--- src/isr_pkg.sv ---
// package: offsets, field positions, reset values and sizes for the status reporting block
package isr_pkg;
    // register select codes for the host-side access port
    localparam logic [3:0] ISR_SEL_QUES_COND = 4'h0;
    localparam logic [3:0] ISR_SEL_QUES_EVENT = 4'h1;
    localparam logic [3:0] ISR_SEL_QUES_ENABLE = 4'h2;
    localparam logic [3:0] ISR_SEL_QUES_RISE = 4'h3;
    localparam logic [3:0] ISR_SEL_QUES_FALL = 4'h4;
    // group index: 0 abnormal, 1 abnormal two, 2 normal operation, 3 chassis
    localparam int ISR_GROUPS = 4;
    localparam logic [3:0] ISR_SEL_SRE = 4'h8;
    localparam logic [3:0] ISR_SEL_ESE = 4'h9;
    localparam logic [3:0] ISR_SEL_STB = 4'hA;
    localparam logic [3:0] ISR_SEL_ERRQ = 4'hB;
    // implemented bit masks per group (unused bits read zero, except the rising filter until written after reset)
    localparam logic [15:0] ISR_MASK_QUES = 16'h7FFF;
    localparam logic [15:0] ISR_MASK_QUES2 = 16'h7FD9;
    localparam logic [15:0] ISR_MASK_OPER = 16'h3F3C;
    localparam logic [15:0] ISR_MASK_FRAME = 16'h003F;
    // status byte bit positions
    localparam int ISR_STB_QUES2 = 0;
    localparam int ISR_STB_ERRQ = 2;
    localparam int ISR_STB_QUES = 3;
    localparam int ISR_STB_MAV = 4;
    localparam int ISR_STB_ESB = 5;
    localparam int ISR_STB_MSS = 6;
    localparam int ISR_STB_OPER = 7;
    // reset values
    localparam logic [15:0] ISR_RST_REG16 = 16'h0000;
    localparam logic [15:0] ISR_RST_RISE = 16'hFFFF;
    localparam logic [7:0] ISR_RST_REG8 = 8'h00;
    // error queue
    localparam int ISR_ERRQ_DEPTH = 30;
    localparam int ISR_ERRQ_AW = 5;
    localparam logic [15:0] ISR_ERR_OVERFLOW = 16'hFEA2; // -350 two's complement
    localparam logic [15:0] ISR_ERR_NONE = 16'h0000;
    typedef enum logic [1:0] {
        ISR_ERR_IDLE = 2'b00,
        ISR_ERR_READ = 2'b01
    } isr_errq_state_t;
endpackage

--- src/isr_status_top.sv ---
// file: status reporting structure with event groups, status byte and service request
`timescale 1ns/100ps
// Functional notes
// - abnormal group summary drives status bit 3
// - abnormal bits 0-6 are output trips
// - abnormal bits 7-14 clamps and trips; 15 zero
// - second abnormal group bits 0, 3, 4, 6-10 mapped
// - second group bits 11-14 mapped; 15 zero
// - second group summary drives status bit 0
// - normal operation group summary drives bit 7
// - operation bits 2-5 trigger and output states
// - operation bits 8-13 regulation modes
// - chassis bits 0-5 mapped; 6-8 zero
// - status bit 2 while error queue nonempty
// - status bit 4 while output queue nonempty
// - status bit 5 from enabled standard events
// - service summary is unlatched enabled OR
// - status query shows summary, changes nothing
// - request latches bit 6 and raises line
// - serial poll returns latch, clears it if summary low
// - error queue FIFO; overflow writes -350
// - rising/falling filters pass selected edges
// - event bits sticky until read clears all
// - enable registers read/write select summary
module isr_status_top
    import isr_pkg::*;
(
    // clock, reset, enable
    input wire logic I_MCLK,
    input wire logic I_SYS_RST,
    input wire logic i_CE,
    // live conditions, one vector per group
    input wire logic [15:0] i_QUES_COND,
    input wire logic [15:0] i_QUES2_COND,
    input wire logic [15:0] i_OPER_COND,
    input wire logic [8:0] i_FRAME_COND,
    // standard event bits and output queue state
    input wire logic [7:0] i_STD_EVENT,
    input wire logic i_OUTQ_NONEMPTY,
    // error producer
    input wire logic i_ERR_PUSH,
    input wire logic [15:0] i_ERR_CODE,
    // register access port
    input wire logic i_REG_WR,
    input wire logic i_REG_RD,
    input wire logic [1:0] i_REG_GRP,
    input wire logic [3:0] i_REG_SEL,
    input wire logic [15:0] i_REG_WDATA,
    output logic [15:0] o_REG_RDATA,
    output logic o_REG_VALID,
    // serial poll and service request line
    input wire logic i_SPOLL,
    output logic o_SRQ,
    output logic [7:0] o_STB
);
    import isr_pkg::*;

    logic [15:0] cond [ISR_GROUPS];        // masked live conditions
    logic [15:0] gmask [ISR_GROUPS];       // implemented bits of each group
    logic [15:0] prev_q [ISR_GROUPS];      // last sampled condition
    logic [15:0] event_q [ISR_GROUPS];     // sticky events
    logic [15:0] enable_q [ISR_GROUPS];    // summary enables
    logic [15:0] rise_q [ISR_GROUPS];      // rising edge filter
    logic [15:0] fall_q [ISR_GROUPS];      // falling edge filter
    logic [ISR_GROUPS-1:0] gsum;           // group summaries
    logic [7:0] sre_q;                     // service request enable
    logic [7:0] ese_q;                     // standard event enable
    logic rqs_q;                           // latched service request
    logic service_summary;                             // live service summary
    logic [7:0] stb;                       // status byte without bit 6
    logic [ISR_ERRQ_AW-1:0] wr_ptr_q;      // queue write pointer
    logic [ISR_ERRQ_AW-1:0] rd_ptr_q;      // queue read pointer
    logic [ISR_ERRQ_AW:0] count_q;         // queue occupancy
    logic err_pop;                         // error read accepted
    logic push_adv;                        // push that takes a fresh slot
    logic mem_we;                          // memory write strobe
    logic [ISR_ERRQ_AW-1:0] mem_waddr;     // memory write address
    logic [15:0] mem_wdata;                // memory write data
    logic [15:0] mem_rdata;                // memory read data
    isr_errq_state_t err_state_q;          // queue read sequencing
    logic err_empty_q;                     // queue was empty at pop
    logic [15:0] rd_data_d;                // read mux
    logic sel_grp_reg;                     // access hits a group register

    // unused bit positions are forced low so they read zero, except in the rising filter until it is written after reset
    assign gmask[0] = ISR_MASK_QUES;
    assign gmask[1] = ISR_MASK_QUES2;
    assign gmask[2] = ISR_MASK_OPER;
    assign gmask[3] = ISR_MASK_FRAME;
    assign cond[0] = i_QUES_COND & gmask[0];
    assign cond[1] = i_QUES2_COND & gmask[1];
    assign cond[2] = i_OPER_COND & gmask[2];
    assign cond[3] = {7'h00, i_FRAME_COND} & gmask[3];

    assign sel_grp_reg = (i_REG_SEL <= ISR_SEL_QUES_FALL);

    // per-group condition history, filters, sticky events and enables
    for (genvar g = 0; g < ISR_GROUPS; g++)
    begin : g_grp
        logic [15:0] edges; // edges that pass the filters
        logic rd_event;     // this group's event register is read
        assign edges = (cond[g] & ~prev_q[g] & rise_q[g])
                     | (~cond[g] & prev_q[g] & fall_q[g]);
        assign rd_event = i_REG_RD && (i_REG_GRP == 2'(g)) && (i_REG_SEL == ISR_SEL_QUES_EVENT);

        // history register for edge detection
        always_ff @(posedge I_MCLK)
        begin
            if (I_SYS_RST)
                prev_q[g] <= ISR_RST_REG16;
            else if (i_CE)
                prev_q[g] <= cond[g];
        end

        // read clears, but a new edge in the same cycle still sets
        always_ff @(posedge I_MCLK)
        begin
            if (I_SYS_RST)
                event_q[g] <= ISR_RST_REG16;
            else if (i_CE)
                event_q[g] <= ((rd_event ? 16'h0000 : event_q[g]) | edges) & gmask[g];
        end

        // writable enable and filter registers
        always_ff @(posedge I_MCLK)
        begin
            if (I_SYS_RST)
            begin
                enable_q[g] <= ISR_RST_REG16;
                rise_q[g] <= ISR_RST_RISE;
                fall_q[g] <= ISR_RST_REG16;
            end
            else if (i_CE && i_REG_WR && (i_REG_GRP == 2'(g)))
            begin
                if (i_REG_SEL == ISR_SEL_QUES_ENABLE)
                    enable_q[g] <= i_REG_WDATA & gmask[g];
                if (i_REG_SEL == ISR_SEL_QUES_RISE)
                    rise_q[g] <= i_REG_WDATA & gmask[g];
                if (i_REG_SEL == ISR_SEL_QUES_FALL)
                    fall_q[g] <= i_REG_WDATA & gmask[g];
            end
        end

        // combinational summary, same cycle as the event bits
        assign gsum[g] = |(event_q[g] & enable_q[g]);
    end

    // status byte assembly; chassis summary has no documented bit and is folded
    // into the abnormal summary so that chassis alarms still reach the host
    always_comb
    begin
        stb = 8'h00;
        stb[ISR_STB_QUES2] = gsum[1];
        stb[ISR_STB_ERRQ] = (count_q != '0);
        stb[ISR_STB_QUES] = gsum[0] | gsum[3];
        stb[ISR_STB_MAV] = i_OUTQ_NONEMPTY;
        stb[ISR_STB_ESB] = |(i_STD_EVENT & ese_q);
        stb[ISR_STB_OPER] = gsum[2];
    end

    // bit 6 of the enable is ignored: the summary never feeds itself
    assign service_summary = |(stb & sre_q & 8'hBF);

    // enable registers of the status byte and the standard event summary
    always_ff @(posedge I_MCLK)
    begin
        if (I_SYS_RST)
        begin
            sre_q <= ISR_RST_REG8;
            ese_q <= ISR_RST_REG8;
        end
        else if (i_CE && i_REG_WR)
        begin
            if (i_REG_SEL == ISR_SEL_SRE)
                sre_q <= i_REG_WDATA[7:0];
            if (i_REG_SEL == ISR_SEL_ESE)
                ese_q <= i_REG_WDATA[7:0];
        end
    end

    // request latch: a rising summary sets it, serial poll clears it; set wins
    always_ff @(posedge I_MCLK)
    begin
        if (I_SYS_RST)
            rqs_q <= 1'b0;
        else if (i_CE)
        begin
            if (service_summary && !rqs_q)
                rqs_q <= 1'b1;
            else if (i_SPOLL && !service_summary)
                rqs_q <= 1'b0;
        end
    end

    assign o_SRQ = rqs_q;

    // poll byte: latch in bit 6, captured before the clear takes effect
    always_ff @(posedge I_MCLK)
    begin
        if (I_SYS_RST)
            o_STB <= ISR_RST_REG8;
        else if (i_CE && i_SPOLL)
            o_STB <= stb | {1'b0, rqs_q, 6'h00};
    end

    // error queue pointers; a push into a full queue overwrites the newest entry
    // with the overflow code, so a queue filled exactly to depth keeps every error
    // a second error read while one is in flight must not move the read pointer
    assign err_pop = i_REG_RD && (i_REG_SEL == ISR_SEL_ERRQ) && (count_q != '0)
                   && (err_state_q == ISR_ERR_IDLE);
    always_comb
    begin
        mem_we = 1'b0;
        push_adv = 1'b0;
        mem_waddr = wr_ptr_q;
        mem_wdata = i_ERR_CODE;
        if (i_ERR_PUSH && (err_pop || (count_q < 6'(ISR_ERRQ_DEPTH))))
        begin
            // free slot, or one freed by a pop in the same cycle
            mem_we = 1'b1;
            push_adv = 1'b1;
        end
        else if (i_ERR_PUSH)
        begin
            // full: newest entry gives way; pointers and count stay put
            mem_we = 1'b1;
            mem_waddr = (wr_ptr_q == '0) ? 5'(ISR_ERRQ_DEPTH - 1) : wr_ptr_q - 5'd1;
            mem_wdata = ISR_ERR_OVERFLOW;
        end
    end

    // occupancy; a full queue drops further errors until one is read
    always_ff @(posedge I_MCLK)
    begin
        if (I_SYS_RST)
        begin
            wr_ptr_q <= '0;
            rd_ptr_q <= '0;
            count_q <= '0;
        end
        else if (i_CE)
        begin
            if (push_adv)
                wr_ptr_q <= (wr_ptr_q == 5'(ISR_ERRQ_DEPTH - 1)) ? '0 : wr_ptr_q + 5'd1;
            if (err_pop)
                rd_ptr_q <= (rd_ptr_q == 5'(ISR_ERRQ_DEPTH - 1)) ? '0 : rd_ptr_q + 5'd1;
            count_q <= count_q + 6'(push_adv) - 6'(err_pop);
        end
    end

    isr_errq_mem u_errq_mem
    (
        .i_clk(I_MCLK),
        .i_ce(i_CE),
        .i_we(mem_we),
        .i_waddr(mem_waddr),
        .i_wdata(mem_wdata),
        .i_raddr(rd_ptr_q),
        .o_rdata(mem_rdata)
    );

    // read sequencing: error reads wait one cycle for the memory
    always_ff @(posedge I_MCLK)
    begin
        if (I_SYS_RST)
        begin
            err_state_q <= ISR_ERR_IDLE;
            err_empty_q <= 1'b0;
        end
        else if (i_CE)
        begin
            unique case (err_state_q)
                ISR_ERR_IDLE:
                begin
                    if (i_REG_RD && (i_REG_SEL == ISR_SEL_ERRQ))
                    begin
                        err_state_q <= ISR_ERR_READ;
                        err_empty_q <= (count_q == '0);
                    end
                end
                ISR_ERR_READ:
                    err_state_q <= ISR_ERR_IDLE;
                default:
                    err_state_q <= ISR_ERR_IDLE;
            endcase
        end
    end

    // read data mux for everything except the error queue
    always_comb
    begin
        rd_data_d = 16'h0000;
        if (sel_grp_reg)
        begin
            unique case (i_REG_SEL)
                ISR_SEL_QUES_COND: rd_data_d = cond[i_REG_GRP];
                ISR_SEL_QUES_EVENT: rd_data_d = event_q[i_REG_GRP];
                ISR_SEL_QUES_ENABLE: rd_data_d = enable_q[i_REG_GRP];
                ISR_SEL_QUES_RISE: rd_data_d = rise_q[i_REG_GRP];
                default: rd_data_d = fall_q[i_REG_GRP];
            endcase
        end
        else if (i_REG_SEL == ISR_SEL_SRE)
            rd_data_d = {8'h00, sre_q};
        else if (i_REG_SEL == ISR_SEL_ESE)
            rd_data_d = {8'h00, ese_q};
        else if (i_REG_SEL == ISR_SEL_STB)
            rd_data_d = {8'h00, stb | {1'b0, service_summary, 6'h00}};
    end

    // registered read answer; status query leaves every bit alone
    always_ff @(posedge I_MCLK)
    begin
        if (I_SYS_RST)
        begin
            o_REG_RDATA <= ISR_RST_REG16;
            o_REG_VALID <= 1'b0;
        end
        else if (i_CE)
        begin
            o_REG_VALID <= 1'b0;
            if (err_state_q == ISR_ERR_READ)
            begin
                o_REG_RDATA <= err_empty_q ? ISR_ERR_NONE : mem_rdata;
                o_REG_VALID <= 1'b1;
            end
            else if (i_REG_RD && (i_REG_SEL != ISR_SEL_ERRQ))
            begin
                o_REG_RDATA <= rd_data_d;
                o_REG_VALID <= 1'b1;
            end
        end
    end
endmodule // isr_status_top

--- src/isr_errq_mem.sv ---
// file: small word memory behind the error queue, registered read data
`timescale 1ns/100ps
module isr_errq_mem
(
    // clock and enable
    input wire logic i_clk,
    input wire logic i_ce,
    // write side
    input wire logic i_we,
    input wire logic [4:0] i_waddr,
    input wire logic [15:0] i_wdata,
    // read side
    input wire logic [4:0] i_raddr,
    output logic [15:0] o_rdata
);
    logic [15:0] mem_q [0:29]; // storage words, no reset needed

    // write port
    always_ff @(posedge i_clk)
    begin
        if (i_ce && i_we)
        begin
            mem_q[i_waddr] <= i_wdata;
        end
    end

    // registered read port
    always_ff @(posedge i_clk)
    begin
        if (i_ce)
        begin
            o_rdata <= mem_q[i_raddr];
        end
    end
endmodule // isr_errq_mem

--- config.mk ---
export PLATFORM = sky130hd
export DESIGN_NAME = isr_status_top
export DESIGN_NICKNAME = d
export VERILOG_FILES = /design/src/isr_pkg.sv /design/src/isr_status_top.sv /design/src/isr_errq_mem.sv
export SDC_FILE = /design/constraint.sdc
export NUM_CORES = 1
export LEC_CHECK = 0
export ABC_AREA = 1
export BUFFER_PORTS_ARGS = -buffer_cell sky130_fd_sc_hd__buf_2
export CORE_MARGIN = 2
export CORE_UTILIZATION = 40
export DETAILED_ROUTE_END_ITERATION = 16
export PLACE_DENSITY = 0.65
export RECOVER_POWER = 100
export SLEW_MARGIN = 25
export SYNTH_ARGS = -nofsm -noshare
export SYNTH_HDL_FRONTEND = slang
export SYNTH_HIERARCHICAL = 1
export SYNTH_SLANG_ARGS = --single-unit
export TNS_END_PERCENT = 20
--- constraint.sdc ---
create_clock -name I_MCLK -period 3.6 [get_ports I_MCLK]
set_input_delay 0.18 -clock I_MCLK [delete_from_list [all_inputs] [get_ports I_MCLK]]
set_output_delay 0.18 -clock I_MCLK [all_outputs]
set_load 0.01 [all_outputs]
## Yosys cells after proc, flatten, opt, wreduce, memory -nomap -nowiden

Memory sizes are Yosys's and may differ from the RTL's. A register that Yosys moved wholly into a read port is not among the register bits.
Cells that the tools add are included.

| storage, ports and cells | value |
|---|---|
| bits in registers | 61 |
| RAM bits | 784 |
| input port bits | 111 |
| output and inout bits | 26 |
| logic and storage cells | 247 |
| memories | 6 |

| cells by class | value |
|---|---|
| add/subtract/negate cells | 5 |
| order comparisons | 3 |
| equal/unequal tests | 16 |
| multiplexer cells | 97 |
| bitwise operators | 62 |
| reduce and logical (&&, ||, !) cells | 47 |

Memory list:

| name | words | width | read ports | clocked after memory_dff | wr ports | RTL line | source |
|---|---|---|---|---|---|---|---|
| u_errq_mem.mem_q | 30 | 16 | 1 | 1 | 1 | isr_errq_mem.sv:16 | `logic [15:0] mem_q [0:29];` |
| rise_q | 4 | 16 | 5 | 0 | 4 | isr_status_top.sv:63 | `logic [15:0] rise_q [ISR_GROUPS];` |
| enable_q | 4 | 15 | 5 | 0 | 4 | isr_status_top.sv:62 | `logic [15:0] enable_q [ISR_GROUPS];` |
| event_q | 4 | 15 | 5 | 0 | 4 | isr_status_top.sv:61 | `logic [15:0] event_q [ISR_GROUPS];` |
| fall_q | 4 | 15 | 5 | 0 | 4 | isr_status_top.sv:64 | `logic [15:0] fall_q [ISR_GROUPS];` |
| prev_q | 4 | 15 | 4 | 0 | 4 | isr_status_top.sv:60 | `logic [15:0] prev_q [ISR_GROUPS];` |

Operator list:

| cell | number |
|---|---|
| two-way mux 15 bit | 18 |
| two-way mux 16 bit | 12 |
| AND 15 bit | 8 |
| AND 16 bit | 4 |
| case mux 16 bit (4 select lines) | 1 |
| OR reduction 16 bit | 4 |
| inverter 15 bit | 4 |
| bitwise OR 15 bit | 4 |
| AND 14 bit | 4 |
| two-way mux 1 bit | 53 |
| binary-select mux 16 bit (select 2 bit) | 1 |
| inverter 14 bit | 2 |
| bitwise OR 14 bit | 2 |
| two-way mux 5 bit | 5 |
| AND 6 bit | 4 |
| two-way mux 8 bit | 3 |
| logical AND 1 bit | 22 |
| bitwise OR 1 bit | 21 |
| AND 8 bit | 2 |
| equality test 4 bit, second input constant | 4 |
| bitwise OR 8 x 7 -> 8 bit | 2 |
| two-way mux 14 bit | 1 |
| AND reduction 2 bit | 7 |
| inverter 6 bit | 2 |
| other kinds (30) | 40 |

## Longest topological paths before layout

An unclocked memory read counts as a cell.

| depth | value |
|---|---|
| word-level depth | 13 |
| mapped depth | 19 |
| gate-level depth less buffers | 19 |

## Cells and area by module

Netlist, hierarchy kept.

By module, submodules not included:

| module | instances | cells each | area each (um2) | sequential area each (um2) |
|---|---|---|---|---|
| isr_errq_mem | 1 | 1,727 | 20,165.6 | 14,894.3 |
| isr_status_top | 1 | 1,665 | 14,198.6 | 7,747.4 |

## Worst setup path before layout

OpenSTA, ideal clock, no wires.

| timing path | value |
|---|---|
| path kind | reg-to-reg |
| from | register count_q[2] |
| to | memory u_errq_mem.mem_q[21][0], enable pin |
| setup time | 0.389 ns |
| data arrival time | 2.499 ns |
| required time | 3.211 ns |
| setup slack | 0.713 ns |
| cell stages (with the launch flop) | 13 |
| buffers on the path | 0 |
| clock period less this slack | 2.887 ns |
| cells stage by stage | dfxtp_1 > inv_1 > ha_1 > nand3_1 > nand3_4 > nand2_1 > nor2_2 > nand4_1 > xor2_1 > o21ai_0 > inv_1 > nand3_1 > nor2_1 |

RTL lines:

| element | RTL line | source |
|---|---|---|
| start, declared | isr_status_top.sv:73 | `logic [ISR_ERRQ_AW:0] count_q;` |
| start signal, assigned | isr_status_top.sv:247 | `count_q <= count_q + 6'(push_adv) - 6'(err_pop);` |
| branches (longest 3 deep; another with less-than comparator 6 x 5 -> 1 bit) | n/a |  |
| logical OR 1 bit (*) | isr_status_top.sv:217 | `if (i_ERR_PUSH && (err_pop \|\| (count_q < 6'(ISR_ERRQ_DEPTH))))` |
| logical AND 1 bit (*) | isr_status_top.sv:217 |  |
| two-way mux 5 bit (*) | isr_status_top.sv:217 |  |
| via mem_waddr[3] | isr_status_top.sv:77 | `logic [ISR_ERRQ_AW-1:0] mem_waddr;` |
| end, declared | isr_errq_mem.sv:16 |  |

Mark *: on every way through the listed nets, which the timed path passes.

## Worst setup path after layout

| timing path | value |
|---|---|
| from | register count_q[2] |
| to | memory u_errq_mem.mem_q[29][0], enable pin |

Same word-level chain as after synthesis.

==> results.json <==
{
  "fillerInstances": 7947,
  "dp_hpwl_um": 63200,
  "period_minus_slack_ps": 3330,
  "cts_root_buf": "clkbuf_16",
  "grt_pass1_vias": 23900,
  "wl_met2_um": 45600,
  "hold_depth": 7,
  "avgRoutedWirePerCell_um": 20.3,
  "dr.pass1.iters": 6,
  "synth_ff_type": "edfxtp_1",
  "top_layer_used": "met4",
  "grt.overflow.total": 0,
  "synth_top_cell_by_area": "edfxtp_1",
  "finalHoldViolations": 0,
  "hold_slack_ps": 40.1,
  "netlist.area_leader.share_pct": 62.4,
  "multi_input_area_um2": 9960,
  "yosys_register_bits": 774,
  "die_h_um": 297,
  "fmax_mhz": 300,
  "wl_met3_um": 8310,
  "synth_mux_area_share_pct": 0,
  "synth_compound_area_share_pct": 5.17,
  "cts_inserted_buffers": 79,
  "ys_warn_count": 6,
  "ant_nets": 0,
  "synth-simple-area-share_pct": 23.2,
  "drcViolationCount": 0,
  "start_util_pct": 40.4,
  "r2r_start": "count_q[2]",
  "syn_inst": 3392,
  "drtIter0Drc": 2858,
  "netlist_area_um2": 34400,
  "drv_slew": 208,
  "mostFrequentLayoutCells": "1109 x nand2_1, 714 x edfxtp_1, 461 x nand3_1, 293 x nor2_1, 186 x inv_1",
  "synth.avg_cell_area_um2": 10.1,
  "async_reset_ff_share_pct": 0,
  "syn_nets": 3518,
  "r2r_slack_ps": 270,
  "ir_drop_uv": 470,
  "violations": "max-capacitance violations, max-slew violations",
  "cts_buffer_depth": 3,
  "path_clk_slew_ps": 60,
  "grt_max_degree": 155,
  "grt_pass1_wl_um": 146000,
  "synthTopCellsByArea": "edfxtp_1 62%, nand2_1 12%, nand3_1 6.7%",
  "setup_viol": 0,
  "min_period_over_period_pct": 92.6,
  "maxCapViolations": 5,
  "leakagePower_uw": 0.0149,
  "holdPathEnd": "o_STB[5]",
  "worstMarginPinSlew_ps": 1810,
  "power_density_nw_per_um2": 518,
  "htree_levels": 3,
  "routed_wl_um": 96900,
  "fp.dieW_um": 297,
  "synth_cell_type_count": 51,
  "cp-start-kind": "flop",
  "holdCritStartpoint": "i_STD_EVENT[3]",
  "hp-class": "in2reg",
  "r2r_end": "u_errq_mem/mem_q[29][0]",
  "outcome": "finished with violations",
  "vias_per_cell": 5.29,
  "cts_setup_buffers": 0,
  "path_class": "reg2reg",
  "num_vias": 25300,
  "clock-sinks": 774,
  "grt_use_total_pct": 21.5,
  "synth_edf_count": 714,
  "final.setup_skew_ps": 23.0,
  "synth_top_family_by_area": "simple AND/OR/NAND/NOR gates",
  "ys_seq_area_share_pct": 65.9,
  "met1_length_um": 40100,
  "ff2ff_path_depth": 12,
  "dp_cells": 4576,
  "rsz0062_at_grt": "no",
  "dp_slack_ps": 393,
  "antenna_found_initial": 2,
  "io_pins": 137,
  "layout_commonest_cell": "nand2_1",
  "regArea_um2": 22600,
  "yosys.area_share.adder_pct": 0.568,
  "nNetsFinal": 3695,
  "gp_congestion": 0.968,
  "insertedDiodeCount": 0,
  "rows": 107,
  "slew_headroom_pct": -20.9,
  "io_buffers": 120,
  "crit_path_end_kind": "flop",
  "setup_slack_ps": 268,
  "arrival_ps": 3600,
  "setup_tns_ps": 0,
  "core_um2": 85100,
  "synthXorXnorAreaFrac_pct": 0.153,
  "dieArea_um2": 88300,
  "final_cell_count_no_fill": 4774,
  "area_delta_synth_final_pct": 13.9,
  "fin_util_pct": 46.0,
  "clock_latency_ps": 640,
  "cts_tree": "yes",
  "critical_path_required_ps": 3870,
  "cp_max_fo": 16,
  "final_layout_size_suffix_gt1_share_pct": 8.84,
  "cts_resized": 0
}
[report_power, final]
group / internal (uW) / switching, uW / leakage (uW)
Sequential: 10300 / 169 / 0.00718
Combinational: 423 / 1250 / 0.00650
Clock: 4630 / 3480 / 0.00123
Total: 15400 / 4900 / 0.0149
[synthesized netlist by cell type (2+ instances only)]
cell type / count
o21ai_2: 2
or2_1: 4
buf_2: 85
nor2_1: 289
o221ai_1: 4
a31oi_1: 46
nand3_1: 458
o21a_1: 4
a22o_1: 4
nand2_2: 4
nor2_2: 10
nor3_1: 2
o21bai_1: 5
inv_1: 187
buf_6: 7
ha_1: 14
buf_1: 9
inv_2: 13
clkinv_1: 9
or2_2: 6
o211ai_1: 14
nand2_4: 2
buf_4: 26
a21boi_0: 2
o21ai_1: 3
a21oi_1: 70
nand2_1: 1108
nand4_1: 16
dfxtp_1: 60
o21ai_0: 92
clkbuf_1: 42
nand3_2: 3
edfxtp_1: 714
xor2_1: 5
o22ai_1: 29
a22oi_1: 22
nor2_4: 8
[flip-flops by register name (all words and copies together) (netlist names)]
name and count:
err_empty_q 1, o_STB 7, prev_q 43, o_REG_RDATA 16, ese_q 8, enable_q 43
err_state_q 1, u_errq_mem/mem_q 480, wr_ptr_q 5, rise_q 47, o_SRQ 1, rd_ptr_q 5
sre_q 8, fall_q 43, u_errq_mem/o_rdata 16, count_q 6, event_q 43, o_REG_VALID 1
[metrics by stage]
step | instance area, um^2 | power (uW)
CTS | 39400 | 20400
global route | 39100 | 20900
floorplan | 34400 | 11500
finish | 39100 | 20300
detailed placement | 36300 | 12300
global placement | 36300 | 12300
[critical path, stage by stage (launching register included)]
cell     delay [ps]
dfxtp_1         350
inv_1            90
ha_1            210
nand3_1         210
nand3_4         150
nand2_1         110
nor2_2           70
inv_1           280
nor2_1           90
o21ai_0         280
nand3_1         430
nor2_1          270
buf_2           450
[per-layer routing]
layer	vias to the layer above	track usage, %
met5	-	0
met4	0	6.54
met3	173	3.13
met2	1150	35.1
met1	12000	29.6
li1	11900	-
[cell type report]
type	instances	area share, %
Clock buffer	100	5.33
Sequential cell	774	57.9
Timing Repair Buffer	266	4.56
Inverter	211	2.05
Multi-Input combinational cell	2237	25.4
Tap cell	1144	3.66
Clock inverter	42	1.10
[repair_timing]
action | 4_1_cts | 5_1_grt
endpoints found under the hold margin | 89 | 0
hold buffers | 56 | 0
endpoints found under the setup margin | 0 | 0
[cell families (layout without fill, tap and decap cells)]
kind of cell / count (synthesis) / count (layout)
AOI/OAI and AO/OA: 301 / 301
DFF: 774 / 774
other: 1 / 1
buffers and inverters: 381 / 619
and+or+nand+nor: 1914 / 1914
adders and majority gates: 15 / 15
xor gates and xnor gates: 6 / 6
[worst max-delay path by stage]
stage / from / endpoint / slack (ps)
finish: count_q[2] / u_errq_mem/mem_q[29][0] / 270
floorplan: count_q[2] / u_errq_mem/mem_q[21][0] / 710
global placement: count_q[2] / u_errq_mem/mem_q[19][1] / 440
global route: count_q[2] / u_errq_mem/mem_q[0][0] / 40
CTS: count_q[2] / u_errq_mem/mem_q[7][8] / 360
detailed placement: count_q[2] / u_errq_mem/mem_q[16][12] / 390
Note: power is estimated with default switching activity, not from simulation.
